$ cat config.mk
export PLATFORM = sky130hd
export DESIGN_NAME = jef_test_port
export DESIGN_NICKNAME = d
export VERILOG_FILES = /design/src/hdl/jef_pkg.sv /design/src/hdl/jef_test_port.sv
export SDC_FILE = /design/constraint.sdc
export NUM_CORES = 1
export LEC_CHECK = 0
export ABC_AREA = 1
export BUFFER_PORTS_ARGS = -buffer_cell sky130_fd_sc_hd__buf_2
export CORE_ASPECT_RATIO = 1.1
export CORE_MARGIN = 2
export CORE_UTILIZATION = 47
export DETAILED_ROUTE_END_ITERATION = 7
export HOLD_SLACK_MARGIN = 0.12
export PLACE_DENSITY_LB_ADDON = 0.3
export SLEW_MARGIN = 15
export SYNTH_ARGS = -nofsm -noshare
export SYNTH_HDL_FRONTEND = slang
export SYNTH_SLANG_ARGS = --single-unit
$ cat constraint.sdc
create_clock -name sys_clk -period 2.4 [get_ports sys_clk]
set_input_delay 0.72 -clock sys_clk [delete_from_list [all_inputs] [get_ports sys_clk]]
set_output_delay 0.72 -clock sys_clk [all_outputs]
set_load 0.01 [all_outputs]
$ cat src/hdl/jef_pkg.sv
// shared constants and types for the test and emulation port
`default_nettype none
package jef_pkg;
  // tap controller states, one-hot
  typedef enum logic [15:0] {
    JEF_TLR  = 16'h0001,
    JEF_RTI  = 16'h0002,
    JEF_SDRS = 16'h0004,
    JEF_CDR  = 16'h0008,
    JEF_SDR  = 16'h0010,
    JEF_E1DR = 16'h0020,
    JEF_PDR  = 16'h0040,
    JEF_E2DR = 16'h0080,
    JEF_UDR  = 16'h0100,
    JEF_SIRS = 16'h0200,
    JEF_CIR  = 16'h0400,
    JEF_SIR  = 16'h0800,
    JEF_E1IR = 16'h1000,
    JEF_PIR  = 16'h2000,
    JEF_E2IR = 16'h4000,
    JEF_UIR  = 16'h8000
  } jef_tap_t;

  localparam int JEF_IR_W = 4;
  localparam logic [JEF_IR_W-1:0] JEF_IR_CAPTURE = 4'h1;
  localparam logic [JEF_IR_W-1:0] JEF_IR_IDCODE = 4'h1;
  localparam logic [JEF_IR_W-1:0] JEF_IR_EMUCTL = 4'h2;
  localparam logic [JEF_IR_W-1:0] JEF_IR_BYPASS = 4'hf;

  localparam int JEF_DR_W = 32;
  // emulation control register: pin direction and drive value
  localparam int JEF_CTL_W = 4;
  localparam int JEF_CTL_A_OE = 0;
  localparam int JEF_CTL_A_VAL = 1;
  localparam int JEF_CTL_B_OE = 2;
  localparam int JEF_CTL_B_VAL = 3;
  localparam logic [JEF_CTL_W-1:0] JEF_CTL_RESET = 4'h0;
  localparam int JEF_EMUCTL_LEN = JEF_CTL_W + 2;
  localparam int JEF_IDCODE_LEN = 32;
  localparam int JEF_BYPASS_LEN = 1;

  // synchroniser bit positions
  localparam int JEF_PIN_W = 6;
  localparam int JEF_P_TCK = 0;
  localparam int JEF_P_TMS = 1;
  localparam int JEF_P_TDI = 2;
  localparam int JEF_P_TRST = 3;
  localparam int JEF_P_EMUA = 4;
  localparam int JEF_P_EMUB = 5;
endpackage
`default_nettype wire

$ cat src/hdl/jef_test_port.sv
// boundary-scan tap, emulator event pins and output-float control
// Overview of operation
// - tms and tdi are taken into tap, ir or data register on tck rise
// - tdo changes only on tck fall, shifting the selected register out
// - tdo is high impedance except while a register is being shifted out
// - tdo is high impedance whenever the output-float request is active
// - with trst high the scan system controls the port
// - with trst low tck, tms and tdi are ignored
// - with trst high pin a is an emulator event line, direction set by scan
// - with trst high pin b is an emulator event line, direction set by scan
// - with trst low pin b becomes the active-low float request input
// - trst low, pin a high, pin b low: every output driver floats
// - host ready and host interrupt outputs float during output float
`default_nettype none
module jef_test_port
  import jef_pkg::*;
#(
  // arbitrary identification value; bit 0 must be one
  parameter logic [JEF_DR_W-1:0] ID_VALUE = 32'h0000_0001
) (
  input wire logic sys_clk,
  input wire logic rst_n,
  input wire logic tck_in,
  input wire logic tms_in,
  input wire logic tdi_in,
  input wire logic trst_in,
  output logic tdo_out,
  output logic tdo_oe,
  input wire logic emulator_event_pin_a_in,
  output logic emulator_event_pin_a_out,
  output logic emulator_event_pin_a_oe,
  input wire logic emulator_event_pin_b_or_float_in,
  output logic emulator_event_pin_b_or_float_out,
  output logic emulator_event_pin_b_or_float_oe,
  input wire logic host_ready_core,
  input wire logic host_int_core,
  output logic host_port_ready_out,
  output logic host_port_ready_oe,
  output logic host_port_interrupt_out,
  output logic host_port_interrupt_oe,
  output logic all_outputs_float,
  output logic scan_mode
);

  if (ID_VALUE[0] != 1'b1) begin : g_bad_id
    $error("ID_VALUE bit 0 must be one");
  end

  //////////////////////////////////////////////////////////////////////////////
  // pin synchronisers
  logic [JEF_PIN_W-1:0] sync1_q;
  logic [JEF_PIN_W-1:0] sync2_q;
  logic tck_prev_q;

  always_ff @(posedge sys_clk) begin
    if (!rst_n) begin
      sync1_q <= '0;
      sync2_q <= '0;
      tck_prev_q <= 1'b0;
    end else begin
      sync1_q <= {emulator_event_pin_b_or_float_in, emulator_event_pin_a_in, trst_in,
                  tdi_in, tms_in, tck_in};
      sync2_q <= sync1_q;
      tck_prev_q <= sync2_q[JEF_P_TCK];
    end
  end

  logic trst_s;
  logic tms_s;
  logic tdi_s;
  logic emu_a_s;
  logic emu_b_s;
  logic tck_rise;
  logic tck_fall;
  logic float_req;

  assign trst_s = sync2_q[JEF_P_TRST];
  assign tms_s = sync2_q[JEF_P_TMS];
  assign tdi_s = sync2_q[JEF_P_TDI];
  assign emu_a_s = sync2_q[JEF_P_EMUA];
  assign emu_b_s = sync2_q[JEF_P_EMUB];
  // edges only count in scan mode; tck is ignored otherwise
  // trst must stand high a cycle first: sync flops leave reset low and would fake a tck rise
  assign tck_rise = trst_s & scan_mode & sync2_q[JEF_P_TCK] &
                    ~tck_prev_q;
  assign tck_fall = trst_s & scan_mode & ~sync2_q[JEF_P_TCK] & tck_prev_q;
  assign float_req = ~trst_s & emu_a_s & ~emu_b_s;

  //////////////////////////////////////////////////////////////////////////////
  // tap controller
  jef_tap_t state_q;
  jef_tap_t state_d;

  always_comb begin
    state_d = state_q;
    if (!trst_s) begin
      state_d = JEF_TLR;
    end else if (tck_rise) begin
      case (state_q)
        JEF_TLR: state_d = tms_s ? JEF_TLR : JEF_RTI;
        JEF_RTI: state_d = tms_s ? JEF_SDRS : JEF_RTI;
        JEF_SDRS: state_d = tms_s ? JEF_SIRS : JEF_CDR;
        JEF_CDR: state_d = tms_s ? JEF_E1DR : JEF_SDR;
        JEF_SDR: state_d = tms_s ? JEF_E1DR : JEF_SDR;
        JEF_E1DR: state_d = tms_s ? JEF_UDR : JEF_PDR;
        JEF_PDR: state_d = tms_s ? JEF_E2DR : JEF_PDR;
        JEF_E2DR: state_d = tms_s ? JEF_UDR : JEF_SDR;
        JEF_UDR: state_d = tms_s ? JEF_SDRS : JEF_RTI;
        JEF_SIRS: state_d = tms_s ? JEF_TLR : JEF_CIR;
        JEF_CIR: state_d = tms_s ? JEF_E1IR : JEF_SIR;
        JEF_SIR: state_d = tms_s ? JEF_E1IR : JEF_SIR;
        JEF_E1IR: state_d = tms_s ? JEF_UIR : JEF_PIR;
        JEF_PIR: state_d = tms_s ? JEF_E2IR : JEF_PIR;
        JEF_E2IR: state_d = tms_s ? JEF_UIR : JEF_SIR;
        JEF_UIR: state_d = tms_s ? JEF_SDRS : JEF_RTI;
        default: state_d = JEF_TLR;
      endcase
    end
  end

  //////////////////////////////////////////////////////////////////////////////
  // instruction, data and emulation control registers
  logic [JEF_IR_W-1:0] ir_sh_q;
  logic [JEF_IR_W-1:0] ir_sh_d;
  logic [JEF_IR_W-1:0] ir_q;
  logic [JEF_IR_W-1:0] ir_d;
  logic [JEF_DR_W-1:0] dr_sh_q;
  logic [JEF_DR_W-1:0] dr_sh_d;
  logic [JEF_CTL_W-1:0] ctl_q;
  logic [JEF_CTL_W-1:0] ctl_d;

  always_comb begin
    ir_sh_d = ir_sh_q;
    ir_d = ir_q;
    dr_sh_d = dr_sh_q;
    ctl_d = ctl_q;
    if (state_q == JEF_TLR) begin
      ir_d = JEF_IR_IDCODE;
      ctl_d = JEF_CTL_RESET;
    end
    if (tck_rise) begin
      case (state_q)
        JEF_CIR: ir_sh_d = JEF_IR_CAPTURE;
        JEF_SIR: ir_sh_d = {tdi_s, ir_sh_q[JEF_IR_W-1:1]};
        JEF_UIR: ir_d = ir_sh_q;
        JEF_CDR: begin
          if (ir_q == JEF_IR_IDCODE) begin
            dr_sh_d = ID_VALUE;
          end else if (ir_q == JEF_IR_EMUCTL) begin
            dr_sh_d = '0;
            // pin levels are captured so the emulator can read incoming events
            dr_sh_d[JEF_EMUCTL_LEN-1:0] = {emu_b_s, emu_a_s, ctl_q};
          end else begin
            dr_sh_d = '0;
          end
        end
        JEF_SDR: begin
          // shorter registers insert tdi at their own top bit
          dr_sh_d = {1'b0, dr_sh_q[JEF_DR_W-1:1]};
          if (ir_q == JEF_IR_IDCODE) begin
            dr_sh_d[JEF_IDCODE_LEN-1] = tdi_s;
          end else if (ir_q == JEF_IR_EMUCTL) begin
            dr_sh_d[JEF_EMUCTL_LEN-1] = tdi_s;
          end else begin
            dr_sh_d[JEF_BYPASS_LEN-1] = tdi_s;
          end
        end
        JEF_UDR: begin
          if (ir_q == JEF_IR_EMUCTL) begin
            ctl_d = dr_sh_q[JEF_CTL_W-1:0];
          end
        end
        default: ;
      endcase
    end
  end

  //////////////////////////////////////////////////////////////////////////////
  // pin drivers
  logic shifting;
  logic tdo_d;
  logic tdo_oe_d;
  logic emu_a_out_d;
  logic emu_a_oe_d;
  logic emu_b_out_d;
  logic emu_b_oe_d;

  assign shifting = (state_q == JEF_SIR) || (state_q == JEF_SDR);

  always_comb begin
    tdo_d = tdo_out;
    tdo_oe_d = tdo_oe;
    if (!trst_s || float_req) begin
      tdo_oe_d = 1'b0;
    end else if (tck_fall) begin
      tdo_d = (state_q == JEF_SIR) ? ir_sh_q[0] : dr_sh_q[0];
      tdo_oe_d = shifting;
    end
    emu_a_out_d = trst_s & ctl_q[JEF_CTL_A_VAL];
    emu_a_oe_d = trst_s & ctl_q[JEF_CTL_A_OE];
    emu_b_out_d = trst_s & ctl_q[JEF_CTL_B_VAL];
    // pin b is always input while trst is low so the float request can be seen
    emu_b_oe_d = trst_s & ctl_q[JEF_CTL_B_OE];
  end

  always_ff @(posedge sys_clk) begin
    if (!rst_n) begin
      state_q <= JEF_TLR;
      ir_sh_q <= JEF_IR_CAPTURE;
      ir_q <= JEF_IR_IDCODE;
      dr_sh_q <= '0;
      ctl_q <= JEF_CTL_RESET;
      tdo_out <= 1'b0;
      tdo_oe <= 1'b0;
      emulator_event_pin_a_out <= 1'b0;
      emulator_event_pin_a_oe <= 1'b0;
      emulator_event_pin_b_or_float_out <= 1'b0;
      emulator_event_pin_b_or_float_oe <= 1'b0;
      host_port_ready_out <= 1'b0;
      host_port_ready_oe <= 1'b0;
      host_port_interrupt_out <= 1'b0;
      host_port_interrupt_oe <= 1'b0;
      all_outputs_float <= 1'b0;
      scan_mode <= 1'b0;
    end else begin
      state_q <= state_d;
      ir_sh_q <= ir_sh_d;
      ir_q <= ir_d;
      dr_sh_q <= dr_sh_d;
      ctl_q <= ctl_d;
      tdo_out <= tdo_d;
      tdo_oe <= tdo_oe_d;
      emulator_event_pin_a_out <= emu_a_out_d;
      emulator_event_pin_a_oe <= emu_a_oe_d;
      emulator_event_pin_b_or_float_out <= emu_b_out_d;
      emulator_event_pin_b_or_float_oe <= emu_b_oe_d;
      host_port_ready_out <= host_ready_core;
      host_port_ready_oe <= ~float_req;
      host_port_interrupt_out <= host_int_core;
      host_port_interrupt_oe <= ~float_req;
      all_outputs_float <= float_req;
      scan_mode <= trst_s;
    end
  end
endmodule
`default_nettype wire

==> flow_summary.json <==
{
  "fin_crit_sh": 0.767,
  "peakVddDrop_mv": 0.317,
  "placedCellCount": 585,
  "first_pass_iters": 5,
  "power_switching_uw": 551,
  "cts_hold_buffers": 0,
  "ios": 22,
  "yosysUniqueCellTypes": 36,
  "maxCapViolCount": 0,
  "vias": 3085,
  "slew_headroom": 0.668,
  "grt-busiest-layer": "met2",
  "crit_top_cell": "nor2_8",
  "dpl_cell_area_um2": 3750,
  "fin_area_um2": 3950,
  "ant_nets": 0,
  "path_delay_family": "simple AND/OR/NAND/NOR gates",
  "critPathMaxStageDelay_ns": 0.39,
  "end_kind": "register",
  "antenna_cells": 0,
  "hold_viol": 0,
  "drc": 0,
  "routed_wl_um": 7230,
  "fin_crit_ns": 1.84,
  "critical_path_arrival_ns": 2.12,
  "antenna_found_initial": 0,
  "seqPwrFrac": 0.568,
  "gp_congestion": 0.841,
  "htree_num_levels": 3,
  "worstPathCellList": "nor2_2, nand2_2, nor2_8, nand3b_4, nor2_8, nand2_1, a21oi_1",
  "root_buffer": "clkbuf_8",
  "numCtsBuffers": 9,
  "critPathBufInv": 0,
  "dieArea_um2": 8360,
  "fin_cells": 600,
  "grt_util_met1": 0.250,
  "comb_power_share": 0.022,
  "cts_max_path_buffers": 2,
  "ys_ff_latch": 84,
  "finalClockSkew_ns": 0.0114,
  "post_cts_resized": 0,
  "seq_area_frac_synth": 0.468,
  "yosysWarnings": 0,
  "max_slew.worst_pin.slew_ns": 0.496,
  "finalMaxSlewViolations": 0,
  "port_buffers": 21,
  "pwr-share-clk": 0.410,
  "area_growth_pct": 9.85,
  "slowest_stage": "nor2_8",
  "worst_hold_slack_ns": 0.404,
  "syn_area_um2": 3590,
  "avgSynthCellArea_um2": 7.35,
  "clkLatencyLatePin_ns": 0.35,
  "p_total_mw": 2.49,
  "worstSetupPathType": "register to register",
  "grt_max_degree": 29,
  "hpwl_um": 5030,
  "track_usage": 0.191,
  "initial_core_util": 0.484,
  "ys.flop_type": "dfxtp_1",
  "synthesis.nets": 499,
  "critPathRequiredTime_ns": 2.68,
  "syn-instance-count": 489,
  "synthArstFlopShare": 0,
  "worstHoldPathType": "register to register",
  "die_w_um": 87.4,
  "cp_max_fo": 26,
  "drt-initial-drc-count": 180,
  "cts_tree": "built",
  "setup_tns_ns": 0,
  "grt.overflow.total": 0,
  "synth-edff-count": 0,
  "critPathLaunchType": "register",
  "met2_usage": 0.306,
  "fin_nets": 519,
  "route.detailed.wl_per_inst_um": 12.0,
  "timing.fmax_mhz": 543,
  "use_met3": 0.0403,
  "finalSetupViolCount": 0,
  "sw_frac_of_total": 0.222,
  "die_h_um": 95.7,
  "clk_pin_slew_ns": 0.09,
  "vias_per_cell": 5.14,
  "p_leak_nw": 1.70,
  "rsz0062_at_grt": "false",
  "core_area_um2": 7430,
  "drive_gt1_frac": 0.160,
  "grt_pass1_vias": 2774,
  "outcome": "complete, no violations",
  "powerDensity_nw_per_um2": 629,
  "postCtsSetupBuffers": 0,
  "row_count": 33,
  "intPower_mw": 1.93,
  "grt_pass1_wl_um": 12600,
  "numClockSinks": 84
}
==> worst paths after layout <==
check / startpoint / to / slack [ns] / depth (start not counted)
worst min register to register: sync1_q[5] / sync2_q[5] / 0.40 / 2
worst max-delay path: state_q[10] / dr_sh_q[8] / 0.56 / 7
worst min-delay path: sync1_q[5] / sync2_q[5] / 0.40 / 2
worst max register to register: state_q[10] / dr_sh_q[8] / 0.56 / 7
==> flip-flops by register name (all words and copies together) (netlist names), 4 cells and up <==
signal	count
ir_sh_q	4
sync2_q	6
ir_q	4
state_q	16
ctl_q	4
dr_sh_q	32
sync1_q	6
==> worst reg2reg max path, delay by kind of cell (launching register included) <==
| family | cells | cell delay [ns] |
|---|---|---|
| simple gates | 6 | 1.25 |
| compound gates | 1 | 0.16 |
| flops | 1 | 0.37 |
==> per-layer routing <==
layer | wire length, µm | vias up
li1 | - | 1586
met1 | 3440 | 1406
met2 | 3320 | 82
met3 | 336 | 11
met4 | 130 | 0
met5 | 0 | -
==> layout by cell type, fill, tap and decap left out, types with 2 or more instances in the layout <==
cell type	Yosys	routed
o21ai_0	13	13
o21ai_1	6	6
nor2_4	2	2
nand3_1	23	23
inv_1	48	48
o211ai_1	4	4
nand4_1	6	6
nor2_8	2	2
clkbuf_8	0	10
nor2_2	2	2
inv_2	4	4
nor3b_1	2	2
buf_2	4	21
a21oi_1	49	49
inv_6	0	2
nor2_1	56	56
nand2_2	16	16
dfxtp_1	84	84
buf_4	2	5
a21oi_2	10	10
clkinv_1	2	2
nor3_1	2	2
nand2_1	130	130
==> power groups by stage <==
stage,sequential [mW],clock [mW],combinational [mW]
2_1_floorplan,1.45,0,0.0324
3_3_place_gp,1.44,0,0.0546
3_5_place_dp,1.45,0,0.0556
4_1_cts,1.41,1.05,0.0554
5_1_grt,1.41,1.10,0.0629
6_report,1.41,1.02,0.0546
==> kinds of logic (layout without fill, tap and decap cells) <==
logic type             count (synthesis)  after routing  synth area share
flip-flops                            84             84             0.468
buffers and inverters                 71             95            0.0828
AO/OA/AOI/OAI                         86             86             0.136
XOR/XNOR                               1              1           0.00244
AND/OR/NAND/NOR                      247            247             0.310
==> cell type report <==
class	count	area, µm²
fillers	732	3480
repair buffers	26	143
multi-input cells	334	1620
flip-flops and latches	84	1680
clock inverters	5	60.1
inverters	54	203
clock buffers	10	138
well taps	87	109
==> cells in the mapped netlist, drive strengths merged, types with 3 or more instances <==
master	n	area [µm²]
a21oi	59	333
dfxtp	84	1680
nand4	7	50.1
nor2	62	285
clkbuf	8	30.0
o211ai	4	30.0
nand2	146	588
nor3	3	20.0
inv	52	195
buf	9	65.1
nand3	24	125
o21ai	19	95.1
==> per-stage QoR <==
step                 util  setup WS [ns]
floorplan               -          0.878
global placement    0.505          0.665
detailed placement  0.505          0.562
CTS                 0.531          0.536
global route        0.531          0.386
finish              0.531          0.558
(Power assumes the default switching activity.)
